===== config.mk =====
export PLATFORM = sky130hd
export DESIGN_NAME = port_lcd_segment_pin_mux
export DESIGN_NICKNAME = d
export VERILOG_FILES = /design/src/verilog/port_lcd_pkg.sv /design/src/verilog/reg_access_if.sv /design/src/verilog/ahb_reg_slave.sv /design/src/verilog/port_pin_drive.sv /design/src/verilog/port_lcd_segment_pin_mux.sv
export VERILOG_INCLUDE_DIRS = /design/src /design/src/verilog
export SDC_FILE = /design/constraint.sdc
export NUM_CORES = 1
export LEC_CHECK = 0
export ABC_AREA = 1
export BUFFER_PORTS_ARGS = -buffer_cell sky130_fd_sc_hd__buf_2
export CAP_MARGIN = 40
export CORE_ASPECT_RATIO = 1.1
export CORE_MARGIN = 2
export CORE_UTILIZATION = 45
export DETAILED_ROUTE_END_ITERATION = 7
export PLACE_DENSITY = 0.76
export SETUP_SLACK_MARGIN = 0.5
export SLEW_MARGIN = 10
export SYNTH_ARGS = -nofsm -noshare
export SYNTH_HDL_FRONTEND = slang
export SYNTH_HIERARCHICAL = 1
export SYNTH_SLANG_ARGS = --single-unit

===== constraint.sdc =====
create_clock -name I_CORE_CLK -period 3.9 [get_ports I_CORE_CLK]
set_input_delay 0.195 -clock I_CORE_CLK [delete_from_list [all_inputs] [get_ports I_CORE_CLK]]
set_output_delay 0.195 -clock I_CORE_CLK [all_outputs]
set_load 0.005 [all_outputs]

===== src/verilog/port_lcd_defines.svh =====
`ifndef PORT_LCD_DEFINES_SVH
`define PORT_LCD_DEFINES_SVH

// ----------------------------------------
// Register indexes, byte address = 4 x index
// ----------------------------------------
`define IDX_PERIPH_DATA 9'h007
`define IDX_LCD_IO_DATA 9'h008
`define IDX_THIRD_DATA 9'h009
`define IDX_FOURTH_DATA 9'h107
`define IDX_PERIPH_DIR 9'h087
`define IDX_LCD_IO_DIR 9'h088
`define IDX_THIRD_DIR 9'h089
`define IDX_SEGMENT_ENABLE 9'h10d
`define ADDR_IDX_MSB 10
`define ADDR_IDX_LSB 2
`define HSIZE_WORD 3'b010

// ----------------------------------------
// Reset values
// ----------------------------------------
`define RST_PERIPH_DATA 6'h00
`define RST_PERIPH_DIR 6'h3f
`define RST_LCD_IO_DATA 8'h00
`define RST_LCD_IO_DIR 8'hff
`define RST_THIRD_DIR 8'hff
`define RST_SEGMENT_ENABLE 8'hff

// ----------------------------------------
// Segment group bits of the enable register
// ----------------------------------------
`define GRP_0_4 0
`define GRP_5_8 1
`define GRP_9_11 2
`define GRP_12_15 3
`define GRP_16_19 4
`define GRP_20_26 5
`define GRP_27_28 6
`define GRP_29_31 7

// ----------------------------------------
// Six-bit port pin functions
// ----------------------------------------
`define PIN_TIMER_OSC_OUT 0
`define PIN_TIMER_OSC_IN 1
`define PIN_CAPTURE 2
`define PIN_SERIAL_CLOCK 3
`define PIN_SERIAL_DATA 4
`define PIN_SERIAL_OUT 5

`endif


===== src/verilog/port_lcd_pkg.sv =====
package port_lcd_pkg;
	typedef logic [7:0] byte_t;
	typedef logic [31:0] segment_vec_t;
	typedef logic [8:0] reg_idx_t;
	// Bus slave states, Gray along idle to read wait
	typedef enum logic [1:0] {
		BUS_IDLE = 2'b00,
		BUS_READ_WAIT = 2'b01
	} bus_state_e;
endpackage


===== src/verilog/reg_access_if.sv =====
`timescale 1ns/1ps
// Register access between the bus slave and the register file
interface reg_access_if;
	logic wr_en;
	port_lcd_pkg::reg_idx_t wr_idx;
	port_lcd_pkg::byte_t wr_data;
	port_lcd_pkg::reg_idx_t rd_idx;
	port_lcd_pkg::byte_t rd_data;
	modport bus (output wr_en, output wr_idx, output wr_data, output rd_idx, input rd_data);
	modport regs (input wr_en, input wr_idx, input wr_data, input rd_idx, output rd_data);
endinterface


===== src/verilog/ahb_reg_slave.sv =====
`timescale 1ns/1ps
`include "port_lcd_defines.svh"

module ahb_reg_slave (
	input wire logic i_clk,
	input wire logic i_rst_n,
	input wire logic i_hsel,
	input wire logic [31:0] i_haddr,
	input wire logic [1:0] i_htrans,
	input wire logic i_hwrite,
	input wire logic [2:0] i_hsize,
	input wire logic [31:0] i_hwdata,
	input wire logic i_hready,
	output logic [31:0] o_hrdata,
	output logic o_hreadyout,
	output logic o_hresp,
	reg_access_if.bus regs
);
	port_lcd_pkg::bus_state_e state;
	port_lcd_pkg::reg_idx_t idx_q;
	logic hit_q;
	logic wr_pend;
	logic take;

	// NONSEQ or SEQ accepted only while the bus is ready
	assign take = i_hsel & i_htrans[1] & i_hready;

	// Address phase capture; addresses above the map are unmapped
	always_ff @(posedge i_clk or negedge i_rst_n) begin
		if (!i_rst_n) begin
			idx_q <= 9'h000;
			hit_q <= 1'b0;
			wr_pend <= 1'b0;
		end else begin
			wr_pend <= take & i_hwrite & (i_hsize == `HSIZE_WORD);
			if (take) begin
				idx_q <= i_haddr[`ADDR_IDX_MSB:`ADDR_IDX_LSB];
				hit_q <= (i_haddr[31:`ADDR_IDX_MSB + 1] == 21'h000000);
			end
		end
	end

	// Writes land at the edge that ends the zero-wait data phase
	assign regs.wr_en = wr_pend & hit_q;
	assign regs.wr_idx = idx_q;
	assign regs.wr_data = i_hwdata[7:0];
	assign regs.rd_idx = idx_q;

	// One wait state on reads so a read right after a write sees it
	always_ff @(posedge i_clk or negedge i_rst_n) begin
		if (!i_rst_n) begin
			state <= port_lcd_pkg::BUS_IDLE;
			o_hreadyout <= 1'b1;
			o_hrdata <= 32'h0000_0000;
			o_hresp <= 1'b0;
		end else begin
			o_hresp <= 1'b0;
			case (state)
				port_lcd_pkg::BUS_IDLE: begin
					if (take && !i_hwrite) begin
						state <= port_lcd_pkg::BUS_READ_WAIT;
						o_hreadyout <= 1'b0;
					end
				end
				default: begin
					o_hrdata <= hit_q ? {24'h00_0000, regs.rd_data} : 32'h0000_0000;
					o_hreadyout <= 1'b1;
					state <= port_lcd_pkg::BUS_IDLE;
				end
			endcase
		end
	end
endmodule


===== src/verilog/port_pin_drive.sv =====
`timescale 1ns/1ps

module port_pin_drive #(
	parameter int W = 6
) (
	input wire logic i_clk,
	input wire logic i_rst_n,
	input wire logic [W-1:0] i_drive_en,
	input wire logic [W-1:0] i_latch,
	input wire logic [W-1:0] i_ovr_oe,
	input wire logic [W-1:0] i_ovr_val,
	input wire logic [W-1:0] i_force_in,
	output logic [W-1:0] o_pin,
	output logic [W-1:0] o_pin_oe_n
);
	// Peripheral drive wins over the latch; a forced input wins over both
	always_ff @(posedge i_clk or negedge i_rst_n) begin
		if (!i_rst_n) begin
			o_pin <= '0;
			o_pin_oe_n <= '1;
		end else begin
			o_pin <= (i_ovr_oe & i_ovr_val) | (~i_ovr_oe & i_latch);
			o_pin_oe_n <= ~((i_ovr_oe | i_drive_en) & ~i_force_in);
		end
	end
endmodule


===== src/verilog/port_lcd_segment_pin_mux.sv =====
`timescale 1ns/1ps
`include "port_lcd_defines.svh"
// What this block does
// Six-bit port upper two bits read zero
// Six-bit direction resets to all inputs
// Pins 0,1 serve timer oscillator and clock
// Pin 2 serves capture, compare or PWM
// Pins 3,4,5 serve serial clock, data, out
// LCD port pins 0-4 are I/O or segment
// LCD port pins 0-4 map segments 0-4
// LCD port pins 5-7 never drive digitally
// Pins 5-7 map segments 29-31 or commons 3-1
// Direction acts on pins 0-4 in digital only
// Shared pins start as LCD drivers
// Set segment enable overrides direction bits
// Third port is input-only, LCD shared
// Third port pins 0-6 map segments 5-11
// Third port pin 7 is segment 27, optional
// Fourth port is input-only, LCD shared
// Direction one floats, zero drives latch
// Data read gives pins, write sets latch
// Fourth port pins map segments 12-19
// Enable bits cover contiguous segment groups
// LCD-shared data reads zero, enables set after reset

module port_lcd_segment_pin_mux (
	input wire logic I_CORE_CLK,
	input wire logic I_RST_N,
	input wire logic I_HSEL,
	input wire logic [31:0] I_HADDR,
	input wire logic [1:0] I_HTRANS,
	input wire logic I_HWRITE,
	input wire logic [2:0] I_HSIZE,
	input wire logic [31:0] I_HWDATA,
	input wire logic I_HREADY,
	output logic [31:0] O_HRDATA,
	output logic O_HREADYOUT,
	output logic O_HRESP,
	input wire logic [5:0] I_PERIPH_PIN,
	output logic [5:0] O_PERIPH_PIN,
	output logic [5:0] O_PERIPH_PIN_OE_N,
	input wire logic I_TIMER_OSC_EN,
	input wire logic I_TIMER_OSC_OUT,
	output logic O_TIMER_OSC_IN,
	output logic O_TIMER_EXT_CLOCK_IN,
	input wire logic I_CAPTURE_COMPARE_PWM_OE,
	input wire logic I_CAPTURE_COMPARE_PWM_OUT,
	output logic O_CAPTURE_COMPARE_PWM_IN,
	input wire logic I_SERIAL_CLOCK_OE,
	input wire logic I_SERIAL_CLOCK_OUT,
	output logic O_SERIAL_CLOCK_IN,
	input wire logic I_SERIAL_DATA_OE,
	input wire logic I_SERIAL_DATA_OUT,
	output logic O_SERIAL_DATA_IN,
	input wire logic I_SERIAL_OUT_OE,
	input wire logic I_SERIAL_OUT,
	input wire logic [7:0] I_LCD_IO_PIN,
	output logic [4:0] O_LCD_IO_PIN,
	output logic [4:0] O_LCD_IO_PIN_OE_N,
	input wire logic [7:0] I_THIRD_PIN,
	input wire logic [7:0] I_FOURTH_PIN,
	input wire logic I_PACKAGE_64PIN,
	input wire logic [1:0] I_LCD_COMMONS_USED,
	output logic [31:0] O_LCD_SEGMENT_DRIVER_SEL,
	output logic [3:1] O_LCD_COMMON_DRIVER_SEL
);

	// ----------------------------------------
	// Declarations
	// ----------------------------------------
	logic rst_meta;
	logic rst_n;
	logic strap_taken;
	logic pkg_64pin;
	logic [5:0] periph_latch;
	logic [5:0] periph_dir;
	logic [7:0] lcd_io_latch;
	logic [7:0] lcd_io_dir;
	logic [7:0] third_dir;
	port_lcd_pkg::byte_t segment_enable;
	logic [5:0] periph_pin_q;
	logic [7:0] lcd_io_pin_q;
	logic [7:0] third_pin_q;
	logic [7:0] fourth_pin_q;
	port_lcd_pkg::segment_vec_t segment_on;
	logic [7:0] lcd_io_digital;
	logic [7:0] third_digital;
	logic [7:0] fourth_digital;
	logic [3:1] common_need;
	logic [5:0] periph_ovr_oe;
	logic [5:0] periph_ovr_val;
	logic [5:0] periph_force_in;
	logic [4:0] lcd_io_drive_en;
	port_lcd_pkg::byte_t rd_mux;

	reg_access_if regs_if ();

	// ----------------------------------------
	// Helpers
	// ----------------------------------------

	// Spread the eight group enables over the 32 segment drivers
	function automatic port_lcd_pkg::segment_vec_t segment_expand(
		input port_lcd_pkg::byte_t en,
		input logic small_pkg
	);
		port_lcd_pkg::segment_vec_t v;
		v = 32'h0000_0000;
		// group to segment spread
		v[4:0] = {5{en[`GRP_0_4]}};
		v[8:5] = {4{en[`GRP_5_8]}};
		v[11:9] = {3{en[`GRP_9_11]}};
		v[15:12] = {4{en[`GRP_12_15]}};
		v[19:16] = {4{en[`GRP_16_19]}};
		v[26:20] = {7{en[`GRP_20_26]}};
		// small package lacks these pins
		v[28:27] = {2{en[`GRP_27_28] & ~small_pkg}};
		v[31:29] = {3{en[`GRP_29_31]}};
		return v;
	endfunction

	// Write strobe for one register index
	function automatic logic reg_write(
		input logic en,
		input port_lcd_pkg::reg_idx_t at,
		input port_lcd_pkg::reg_idx_t idx
	);
		return en && (at == idx);
	endfunction

	// ----------------------------------------
	// Reset release
	// ----------------------------------------

	// Assert at once, release two edges later to avoid a ragged release
	always_ff @(posedge I_CORE_CLK or negedge I_RST_N) begin
		if (!I_RST_N) begin
			rst_meta <= 1'b0;
			rst_n <= 1'b0;
		end else begin
			rst_meta <= 1'b1;
			rst_n <= rst_meta;
		end
	end

	// Package strap caught once after release, held until next reset
	always_ff @(posedge I_CORE_CLK or negedge rst_n) begin
		if (!rst_n) begin
			strap_taken <= 1'b0;
			pkg_64pin <= 1'b0;
		end else if (!strap_taken) begin
			strap_taken <= 1'b1;
			pkg_64pin <= I_PACKAGE_64PIN;
		end
	end

	// ----------------------------------------
	// Bus slave
	// ----------------------------------------
	ahb_reg_slave u_bus (
		.i_clk(I_CORE_CLK),
		.i_rst_n(rst_n),
		.i_hsel(I_HSEL),
		.i_haddr(I_HADDR),
		.i_htrans(I_HTRANS),
		.i_hwrite(I_HWRITE),
		.i_hsize(I_HSIZE),
		.i_hwdata(I_HWDATA),
		.i_hready(I_HREADY),
		.o_hrdata(O_HRDATA),
		.o_hreadyout(O_HREADYOUT),
		.o_hresp(O_HRESP),
		.regs(regs_if)
	);

	// ----------------------------------------
	// Software registers
	// ----------------------------------------

	// Six-bit port latch and direction; only bits 5..0 exist
	always_ff @(posedge I_CORE_CLK or negedge rst_n) begin
		if (!rst_n) begin
			periph_latch <= `RST_PERIPH_DATA;
			// all pins input after reset
			periph_dir <= `RST_PERIPH_DIR;
		end else begin
			// write updates latch
			if (reg_write(regs_if.wr_en, regs_if.wr_idx, `IDX_PERIPH_DATA)) begin
				periph_latch <= regs_if.wr_data[5:0];
			end
			if (reg_write(regs_if.wr_en, regs_if.wr_idx, `IDX_PERIPH_DIR)) begin
				periph_dir <= regs_if.wr_data[5:0];
			end
		end
	end

	// LCD-shared port latch and direction, all eight bits stored
	always_ff @(posedge I_CORE_CLK or negedge rst_n) begin
		if (!rst_n) begin
			lcd_io_latch <= `RST_LCD_IO_DATA;
			lcd_io_dir <= `RST_LCD_IO_DIR;
		end else begin
			if (reg_write(regs_if.wr_en, regs_if.wr_idx, `IDX_LCD_IO_DATA)) begin
				lcd_io_latch <= regs_if.wr_data;
			end
			if (reg_write(regs_if.wr_en, regs_if.wr_idx, `IDX_LCD_IO_DIR)) begin
				lcd_io_dir <= regs_if.wr_data;
			end
		end
	end

	// Third port direction is storage only; the port cannot drive
	always_ff @(posedge I_CORE_CLK or negedge rst_n) begin
		if (!rst_n) begin
			third_dir <= `RST_THIRD_DIR;
		end else if (reg_write(regs_if.wr_en, regs_if.wr_idx, `IDX_THIRD_DIR)) begin
			third_dir <= regs_if.wr_data;
		end
	end

	// Segment enables, all set so every shared pin starts on the panel
	always_ff @(posedge I_CORE_CLK or negedge rst_n) begin
		if (!rst_n) begin
			// LCD mode after reset
			segment_enable <= `RST_SEGMENT_ENABLE;
		end else if (reg_write(regs_if.wr_en, regs_if.wr_idx, `IDX_SEGMENT_ENABLE)) begin
			segment_enable <= regs_if.wr_data;
		end
	end

	// ----------------------------------------
	// Pin sampling
	// ----------------------------------------

	// One sampling stage shared by reads and peripheral inputs
	always_ff @(posedge I_CORE_CLK or negedge rst_n) begin
		if (!rst_n) begin
			periph_pin_q <= 6'h00;
			lcd_io_pin_q <= 8'h00;
			third_pin_q <= 8'h00;
			fourth_pin_q <= 8'h00;
		end else begin
			periph_pin_q <= I_PERIPH_PIN;
			lcd_io_pin_q <= I_LCD_IO_PIN;
			third_pin_q <= I_THIRD_PIN;
			fourth_pin_q <= I_FOURTH_PIN;
		end
	end

	// Peripheral inputs follow the sampled pins whatever the direction
	// timer oscillator and clock input
	assign O_TIMER_EXT_CLOCK_IN = periph_pin_q[`PIN_TIMER_OSC_OUT];
	assign O_TIMER_OSC_IN = periph_pin_q[`PIN_TIMER_OSC_IN];
	// capture input path
	assign O_CAPTURE_COMPARE_PWM_IN = periph_pin_q[`PIN_CAPTURE];
	// serial clock and data in
	assign O_SERIAL_CLOCK_IN = periph_pin_q[`PIN_SERIAL_CLOCK];
	assign O_SERIAL_DATA_IN = periph_pin_q[`PIN_SERIAL_DATA];

	// ----------------------------------------
	// Pin mode per segment group
	// ----------------------------------------
	assign segment_on = segment_expand(segment_enable, pkg_64pin);

	// A pin is digital only while its segment driver is off
	always_comb begin
		// set enable means LCD mode
		// pins 0-4 to segments 0-4
		lcd_io_digital[4:0] = ~segment_on[4:0];
		// pins 5-7 to segments 29-31
		lcd_io_digital[7:5] = ~segment_on[31:29];
		// pins 0-6 to segments 5-11
		third_digital[6:0] = ~segment_on[11:5];
		// pin 7 is segment 27, absent on small package
		third_digital[7] = ~segment_enable[`GRP_27_28] & ~pkg_64pin;
		// pins to segments 12-19
		fourth_digital = ~segment_on[19:12];
	end

	// Commons needed by the multiplex ratio, highest common on pin 5
	always_comb begin
		common_need[1] = (I_LCD_COMMONS_USED >= 2'd1);
		common_need[2] = (I_LCD_COMMONS_USED >= 2'd2);
		common_need[3] = (I_LCD_COMMONS_USED == 2'd3);
	end

	// Panel routing registered so the LCD side sees clean selects
	always_ff @(posedge I_CORE_CLK or negedge rst_n) begin
		if (!rst_n) begin
			O_LCD_SEGMENT_DRIVER_SEL <= 32'h0000_0000;
			O_LCD_COMMON_DRIVER_SEL <= 3'h0;
		end else begin
			// a common takes the pin from its segment
			O_LCD_COMMON_DRIVER_SEL <= {3{segment_enable[`GRP_29_31]}} & common_need;
			// Common 1 sits on segment 31, common 3 on segment 29
			O_LCD_SEGMENT_DRIVER_SEL <= segment_on
				& ~{common_need[1], common_need[2], common_need[3], 29'h0000_0000};
		end
	end

	// ----------------------------------------
	// Six-bit peripheral port drivers
	// ----------------------------------------

	// Peripherals take over the pin driver while they are enabled
	always_comb begin
		periph_ovr_oe = 6'h00;
		periph_ovr_val = 6'h00;
		periph_force_in = 6'h00;
		// oscillator owns pins 0 and 1
		periph_ovr_oe[`PIN_TIMER_OSC_OUT] = I_TIMER_OSC_EN;
		periph_ovr_val[`PIN_TIMER_OSC_OUT] = I_TIMER_OSC_OUT;
		periph_force_in[`PIN_TIMER_OSC_IN] = I_TIMER_OSC_EN;
		// compare or PWM output
		periph_ovr_oe[`PIN_CAPTURE] = I_CAPTURE_COMPARE_PWM_OE;
		periph_ovr_val[`PIN_CAPTURE] = I_CAPTURE_COMPARE_PWM_OUT;
		// serial clock, data and data out
		periph_ovr_oe[`PIN_SERIAL_CLOCK] = I_SERIAL_CLOCK_OE;
		periph_ovr_val[`PIN_SERIAL_CLOCK] = I_SERIAL_CLOCK_OUT;
		periph_ovr_oe[`PIN_SERIAL_DATA] = I_SERIAL_DATA_OE;
		periph_ovr_val[`PIN_SERIAL_DATA] = I_SERIAL_DATA_OUT;
		periph_ovr_oe[`PIN_SERIAL_OUT] = I_SERIAL_OUT_OE;
		periph_ovr_val[`PIN_SERIAL_OUT] = I_SERIAL_OUT;
	end

	// zero direction drives latch
	port_pin_drive #(
		.W(6)
	) u_periph_drive (
		.i_clk(I_CORE_CLK),
		.i_rst_n(rst_n),
		.i_drive_en(~periph_dir),
		.i_latch(periph_latch),
		.i_ovr_oe(periph_ovr_oe),
		.i_ovr_val(periph_ovr_val),
		.i_force_in(periph_force_in),
		.o_pin(O_PERIPH_PIN),
		.o_pin_oe_n(O_PERIPH_PIN_OE_N)
	);

	// ----------------------------------------
	// LCD-shared port drivers
	// ----------------------------------------

	// Only pins 0-4 have a driver; an LCD pin never drives digitally
	// direction only in digital mode
	// I/O or segment per pin
	assign lcd_io_drive_en = ~lcd_io_dir[4:0] & lcd_io_digital[4:0];

	// upper pins have no driver
	port_pin_drive #(
		.W(5)
	) u_lcd_io_drive (
		.i_clk(I_CORE_CLK),
		.i_rst_n(rst_n),
		.i_drive_en(lcd_io_drive_en),
		.i_latch(lcd_io_latch[4:0]),
		.i_ovr_oe(5'h00),
		.i_ovr_val(5'h00),
		.i_force_in(5'h00),
		.o_pin(O_LCD_IO_PIN),
		.o_pin_oe_n(O_LCD_IO_PIN_OE_N)
	);

	// ----------------------------------------
	// Register read
	// ----------------------------------------

	// Data reads give pin levels; pins still on the panel read zero
	always_comb begin
		rd_mux = 8'h00;
		if (regs_if.rd_idx == `IDX_PERIPH_DATA) begin
			// upper bits read zero
			rd_mux = {2'b00, periph_pin_q};
		end else if (regs_if.rd_idx == `IDX_PERIPH_DIR) begin
			rd_mux = {2'b00, periph_dir};
		end else if (regs_if.rd_idx == `IDX_LCD_IO_DATA) begin
			// LCD pins read zero
			rd_mux = lcd_io_pin_q & lcd_io_digital;
		end else if (regs_if.rd_idx == `IDX_LCD_IO_DIR) begin
			rd_mux = lcd_io_dir;
		end else if (regs_if.rd_idx == `IDX_THIRD_DATA) begin
			// input-only read path
			rd_mux = third_pin_q & third_digital;
		end else if (regs_if.rd_idx == `IDX_THIRD_DIR) begin
			rd_mux = third_dir;
		end else if (regs_if.rd_idx == `IDX_FOURTH_DATA) begin
			// input-only read path
			rd_mux = fourth_pin_q & fourth_digital;
		end else if (regs_if.rd_idx == `IDX_SEGMENT_ENABLE) begin
			rd_mux = segment_enable;
		end
	end

	assign regs_if.rd_data = rd_mux;

endmodule


==> impl_metrics.env <==
export IMPL_grt_ovfl_total=0
export IMPL_power_total_mw=3.525
export IMPL_synth_edf_count=0
export IMPL_clk_latency_ps=410
export IMPL_portBuffers=160
export IMPL_dominantRegCellSynth="sky130_fd_sc_hd__dfrtp_1"
export IMPL_seqCellArea_um2=3334
export IMPL_cts_max_path_buffers=2
export IMPL_netlist_instances=662
export IMPL_yosys_area_share_simple_pct=23.27
export IMPL_number_of_h_tree_levels=4
export IMPL_power_density_nw_per_um2=440.8
export IMPL_synth_xor_xnor_area_share_pct=0
export IMPL_peakVddDrop_mv=0.2725
export IMPL_async_reset_ff_share_pct=100.0
export IMPL_viasPerCell=4.660
export IMPL_drt_pass1_iterations=5
export IMPL_initial_core_util_pct=46.27
export IMPL_placeable_core_region_um2=13210
export IMPL_final_period_minus_worst_setup_slack_ps=2150
export IMPL_grt_start_max_net_pins=68
export IMPL_summed_negative_setup_slack_over_all_endpoints_ps=0
export IMPL_num_nets_final=995
export IMPL_timing_max_cap_violations=0
export IMPL_multi_input_comb_area_um2=2105
export IMPL_clock_sinks=131
export IMPL_yosys_cell_types_count=36
export IMPL_cp_data_arrival_time_ps=2440
export IMPL_yosys_warnings=6
export IMPL_count_of_endpoints_failing_hold_in_the_final_timing_report=0
export IMPL_fillers=1117
export IMPL_syn_cell_area_um2=6113
export IMPL_drcViolationCount=0
export IMPL_slew_headroom_pct=61.48
export IMPL_dieArea_um2=14530
export IMPL_cts_made_buffers=17
export IMPL_setup_worst_path_start_class="flip-flop"
export IMPL_yosys_area_top_type_share_pct=36.43
export IMPL_first_global_vias=4749
export IMPL_finClkSkew_ps=8.995
export IMPL_dpl_hpwl_um=9648
export IMPL_synthesis_area_per_instance_um2=9.235
export IMPL_post_synth_mux_area_share_pct=0.1842
export IMPL_total_leakage_power_nw=4.128
export IMPL_worstPathMaxFanout=15
export IMPL_required_arrival_time_at_the_worst_endpoint_ps=4190
export IMPL_final_min_period_over_clock_period_pct=55.12
export IMPL_fp_row_count=44
export IMPL_floorplan_die_width_um=115.1
export IMPL_timing_hold_worst_class="primary input to flip-flop"
export IMPL_synth_top_area_cells="sky130_fd_sc_hd__dfrtp_1, sky130_fd_sc_hd__dfstp_2, sky130_fd_sc_hd__nand2_1"
export IMPL_number_of_synthesized_register_bits=131
export IMPL_timing_worst_slew_pin_value_ps=577.9
export IMPL_antenna_found_initial=0
export IMPL_synth_compound_gate_area_share_pct=7.225
export IMPL_syn2layout_area_growth_pct=30.80
export IMPL_wl_per_cell_um=13.69
export IMPL_most_common_cell_in_the_synthesized_netlist="sky130_fd_sc_hd__nand2_1"
export IMPL_io_pins=213
export IMPL_synth_area_leader_cell="sky130_fd_sc_hd__dfrtp_1"
export IMPL_antenna_diode_instance_count=0
export IMPL_post_synth_fa_ha_maj_area_fraction_pct=0
export IMPL_path_class="flip-flop to flip-flop"
export IMPL_post_synth_most_frequent_cells="sky130_fd_sc_hd__nand2_1, sky130_fd_sc_hd__dfrtp_1, sky130_fd_sc_hd__inv_1, sky130_fd_sc_hd__buf_4, sky130_fd_sc_hd__dfstp_2"
export IMPL_postCtsSetupBuffers=0
export IMPL_worst_setup_hold_path_clk_slew_ps=60
export IMPL_tritoncts_clock_tree="done"
export IMPL_postRouteAntennaNets=0
export IMPL_finalWeightedCongestion=0.9387
export IMPL_timing_max_transition_violations_final=0
export IMPL_timing_final_setup_violations=0
export IMPL_synth_yosys_seq_area_share_pct=54.48
export IMPL_dominant_combinational_cell_family_by_area_after_synthesis="simple AND/OR/NAND/NOR gates"
export IMPL_postRouteWirelength_um=14400
export IMPL_track_usage_pct=20.66
export IMPL_setup_reg_to_reg_worst_slack_ps=1750
export IMPL_outcome="finished clean"
export IMPL_chipHeight_um=126.2
export IMPL_drive_above_1_share_pct=33.56
export IMPL_rsz_0062_raised_after_global_routing="false"
export IMPL_max_clock_freq_ghz=0.4652
export IMPL_clockRootBuffer="sky130_fd_sc_hd__clkbuf_16"
export IMPL_detailroute_via_count=4902
export IMPL_grt_first_pass_wirelength_um=23050
export IMPL_dr_first_iter_drc_count=328
export IMPL_cp_end_kind="flip-flop"
[layout by cell type, fill, tap and decap left out, types with 6 or more instances in the layout]
cell and instances:
sky130_fd_sc_hd__conb_1 61, sky130_fd_sc_hd__nand4_1 15, sky130_fd_sc_hd__o21ai_2 17, sky130_fd_sc_hd__clkbuf_16 17
sky130_fd_sc_hd__dfstp_2 42, sky130_fd_sc_hd__buf_2 160, sky130_fd_sc_hd__inv_2 13, sky130_fd_sc_hd__dfrtp_1 88
sky130_fd_sc_hd__o21ai_1 27, sky130_fd_sc_hd__nor3_1 6, sky130_fd_sc_hd__nand3_2 6, sky130_fd_sc_hd__dlygate4sd3_1 53
sky130_fd_sc_hd__nand2_1 164, sky130_fd_sc_hd__nand3_1 35, sky130_fd_sc_hd__inv_1 72, sky130_fd_sc_hd__o21ai_0 21
sky130_fd_sc_hd__nor2_1 36
[worst max-delay path: stages (launching register included)]
cell and delay [ps]:
sky130_fd_sc_hd__dfrtp_1 700, sky130_fd_sc_hd__inv_2 180, sky130_fd_sc_hd__nand3_1 130, sky130_fd_sc_hd__nor2_2 60
sky130_fd_sc_hd__nand2_1 110, sky130_fd_sc_hd__inv_2 90, sky130_fd_sc_hd__nand2_1 60, sky130_fd_sc_hd__nand3_1 80
sky130_fd_sc_hd__o21bai_1 230, sky130_fd_sc_hd__nand4_1 150, sky130_fd_sc_hd__nand3_1 140, sky130_fd_sc_hd__nand2_1 80
[flip-flops by register name, indices dropped and copies added (netlist names), 3 cells and up]
signal,count
lcd_io_dir,8
segment_enable,8
periph_pin_q,6
periph_latch,6
fourth_pin_q,8
u_bus/regs.rd_idx,9
O_LCD_COMMON_DRIVER_SEL,3
third_pin_q,8
u_lcd_io_drive/o_pin_oe_n,5
u_periph_drive/o_pin,6
periph_dir,6
u_lcd_io_drive/o_pin,5
u_bus/o_hrdata,8
lcd_io_latch,5
lcd_io_pin_q,8
third_dir,8
O_LCD_SEGMENT_DRIVER_SEL,10
u_periph_drive/o_pin_oe_n,6
[what timing repair did]
item	4_1_cts	5_1_grt
resized for setup	0	0
endpoints found under the setup margin	0	0
hold endpoints to repair	54	0
hold buffers	53	0
[power breakdown]
group          leakage (nW)  total [mW]  internal (mW)  switching, mW
Sequential             1.45        1.48           1.42         0.0563
Clock                 0.312        1.72           1.14          0.583
Combinational          2.36       0.325          0.139          0.186
[final timing paths]
kind,start,end,depth (start not counted)
setup reg to reg,u_bus/regs.rd_idx[8],u_bus/o_hrdata[1],11
setup / recovery,u_bus/regs.rd_idx[8],u_bus/o_hrdata[1],11
hold reg to reg,rst_n,pkg_64pin,0
min in group asynchronous,rst_n,pkg_64pin,0
hold / removal,I_HADDR[3],u_bus/regs.rd_idx[1],3
max in group asynchronous,rst_n,periph_dir[0],2
[final cells by class]
cell class                 instances  share of cell area (%)
multi-input combinational        427                   26.32
timing repair buffer             215                   17.24
clock inverter                    11                   2.175
tap                              161                   2.519
inverter                          86                   4.037
sequential                       131                   41.70
clock buffer                      21                   6.008
[layer usage]
metal / vias to the layer above / track usage, % / routed length [µm]
met1: 2223 / 24.56 / 5787
li1: 2403 / - / -
met5: - / 0 / 0
met3: 62 / 4.379 / 739
met4: 0 / 9.780 / 593
met2: 214 / 35.43 / 7277
[through the flow]
| stage | instance area [µm²] | utilization [%] | hold slack, ps | worst slack, ps | std cells |
|---|---|---|---|---|---|
| detailed placement | 6784 | 51.34 | -17.78 | 1841 | 966 |
| global placement | 6784 | 51.34 | -18.77 | 1887 | 966 |
| CTS | 7969 | 60.31 | 0.01707 | 1825 | 1051 |
| floorplan | 6332 | - | -100.6 | 1759 | 720 |
| finish | 7996 | 60.52 | 22.48 | 1750 | 1052 |
| global route | 7996 | 60.52 | 39.80 | 1628 | 1052 |
[logic make-up after synthesis]
| logic type | Yosys count |
|---|---|
| other | 3 |
| buffers and inverters | 162 |
| AO/OA/AOI/OAI | 73 |
| multiplexers | 1 |
| flip-flops | 131 |
| AND/OR/NAND/NOR | 292 |
No activity file was read; power rests on OpenSTA's default activity.
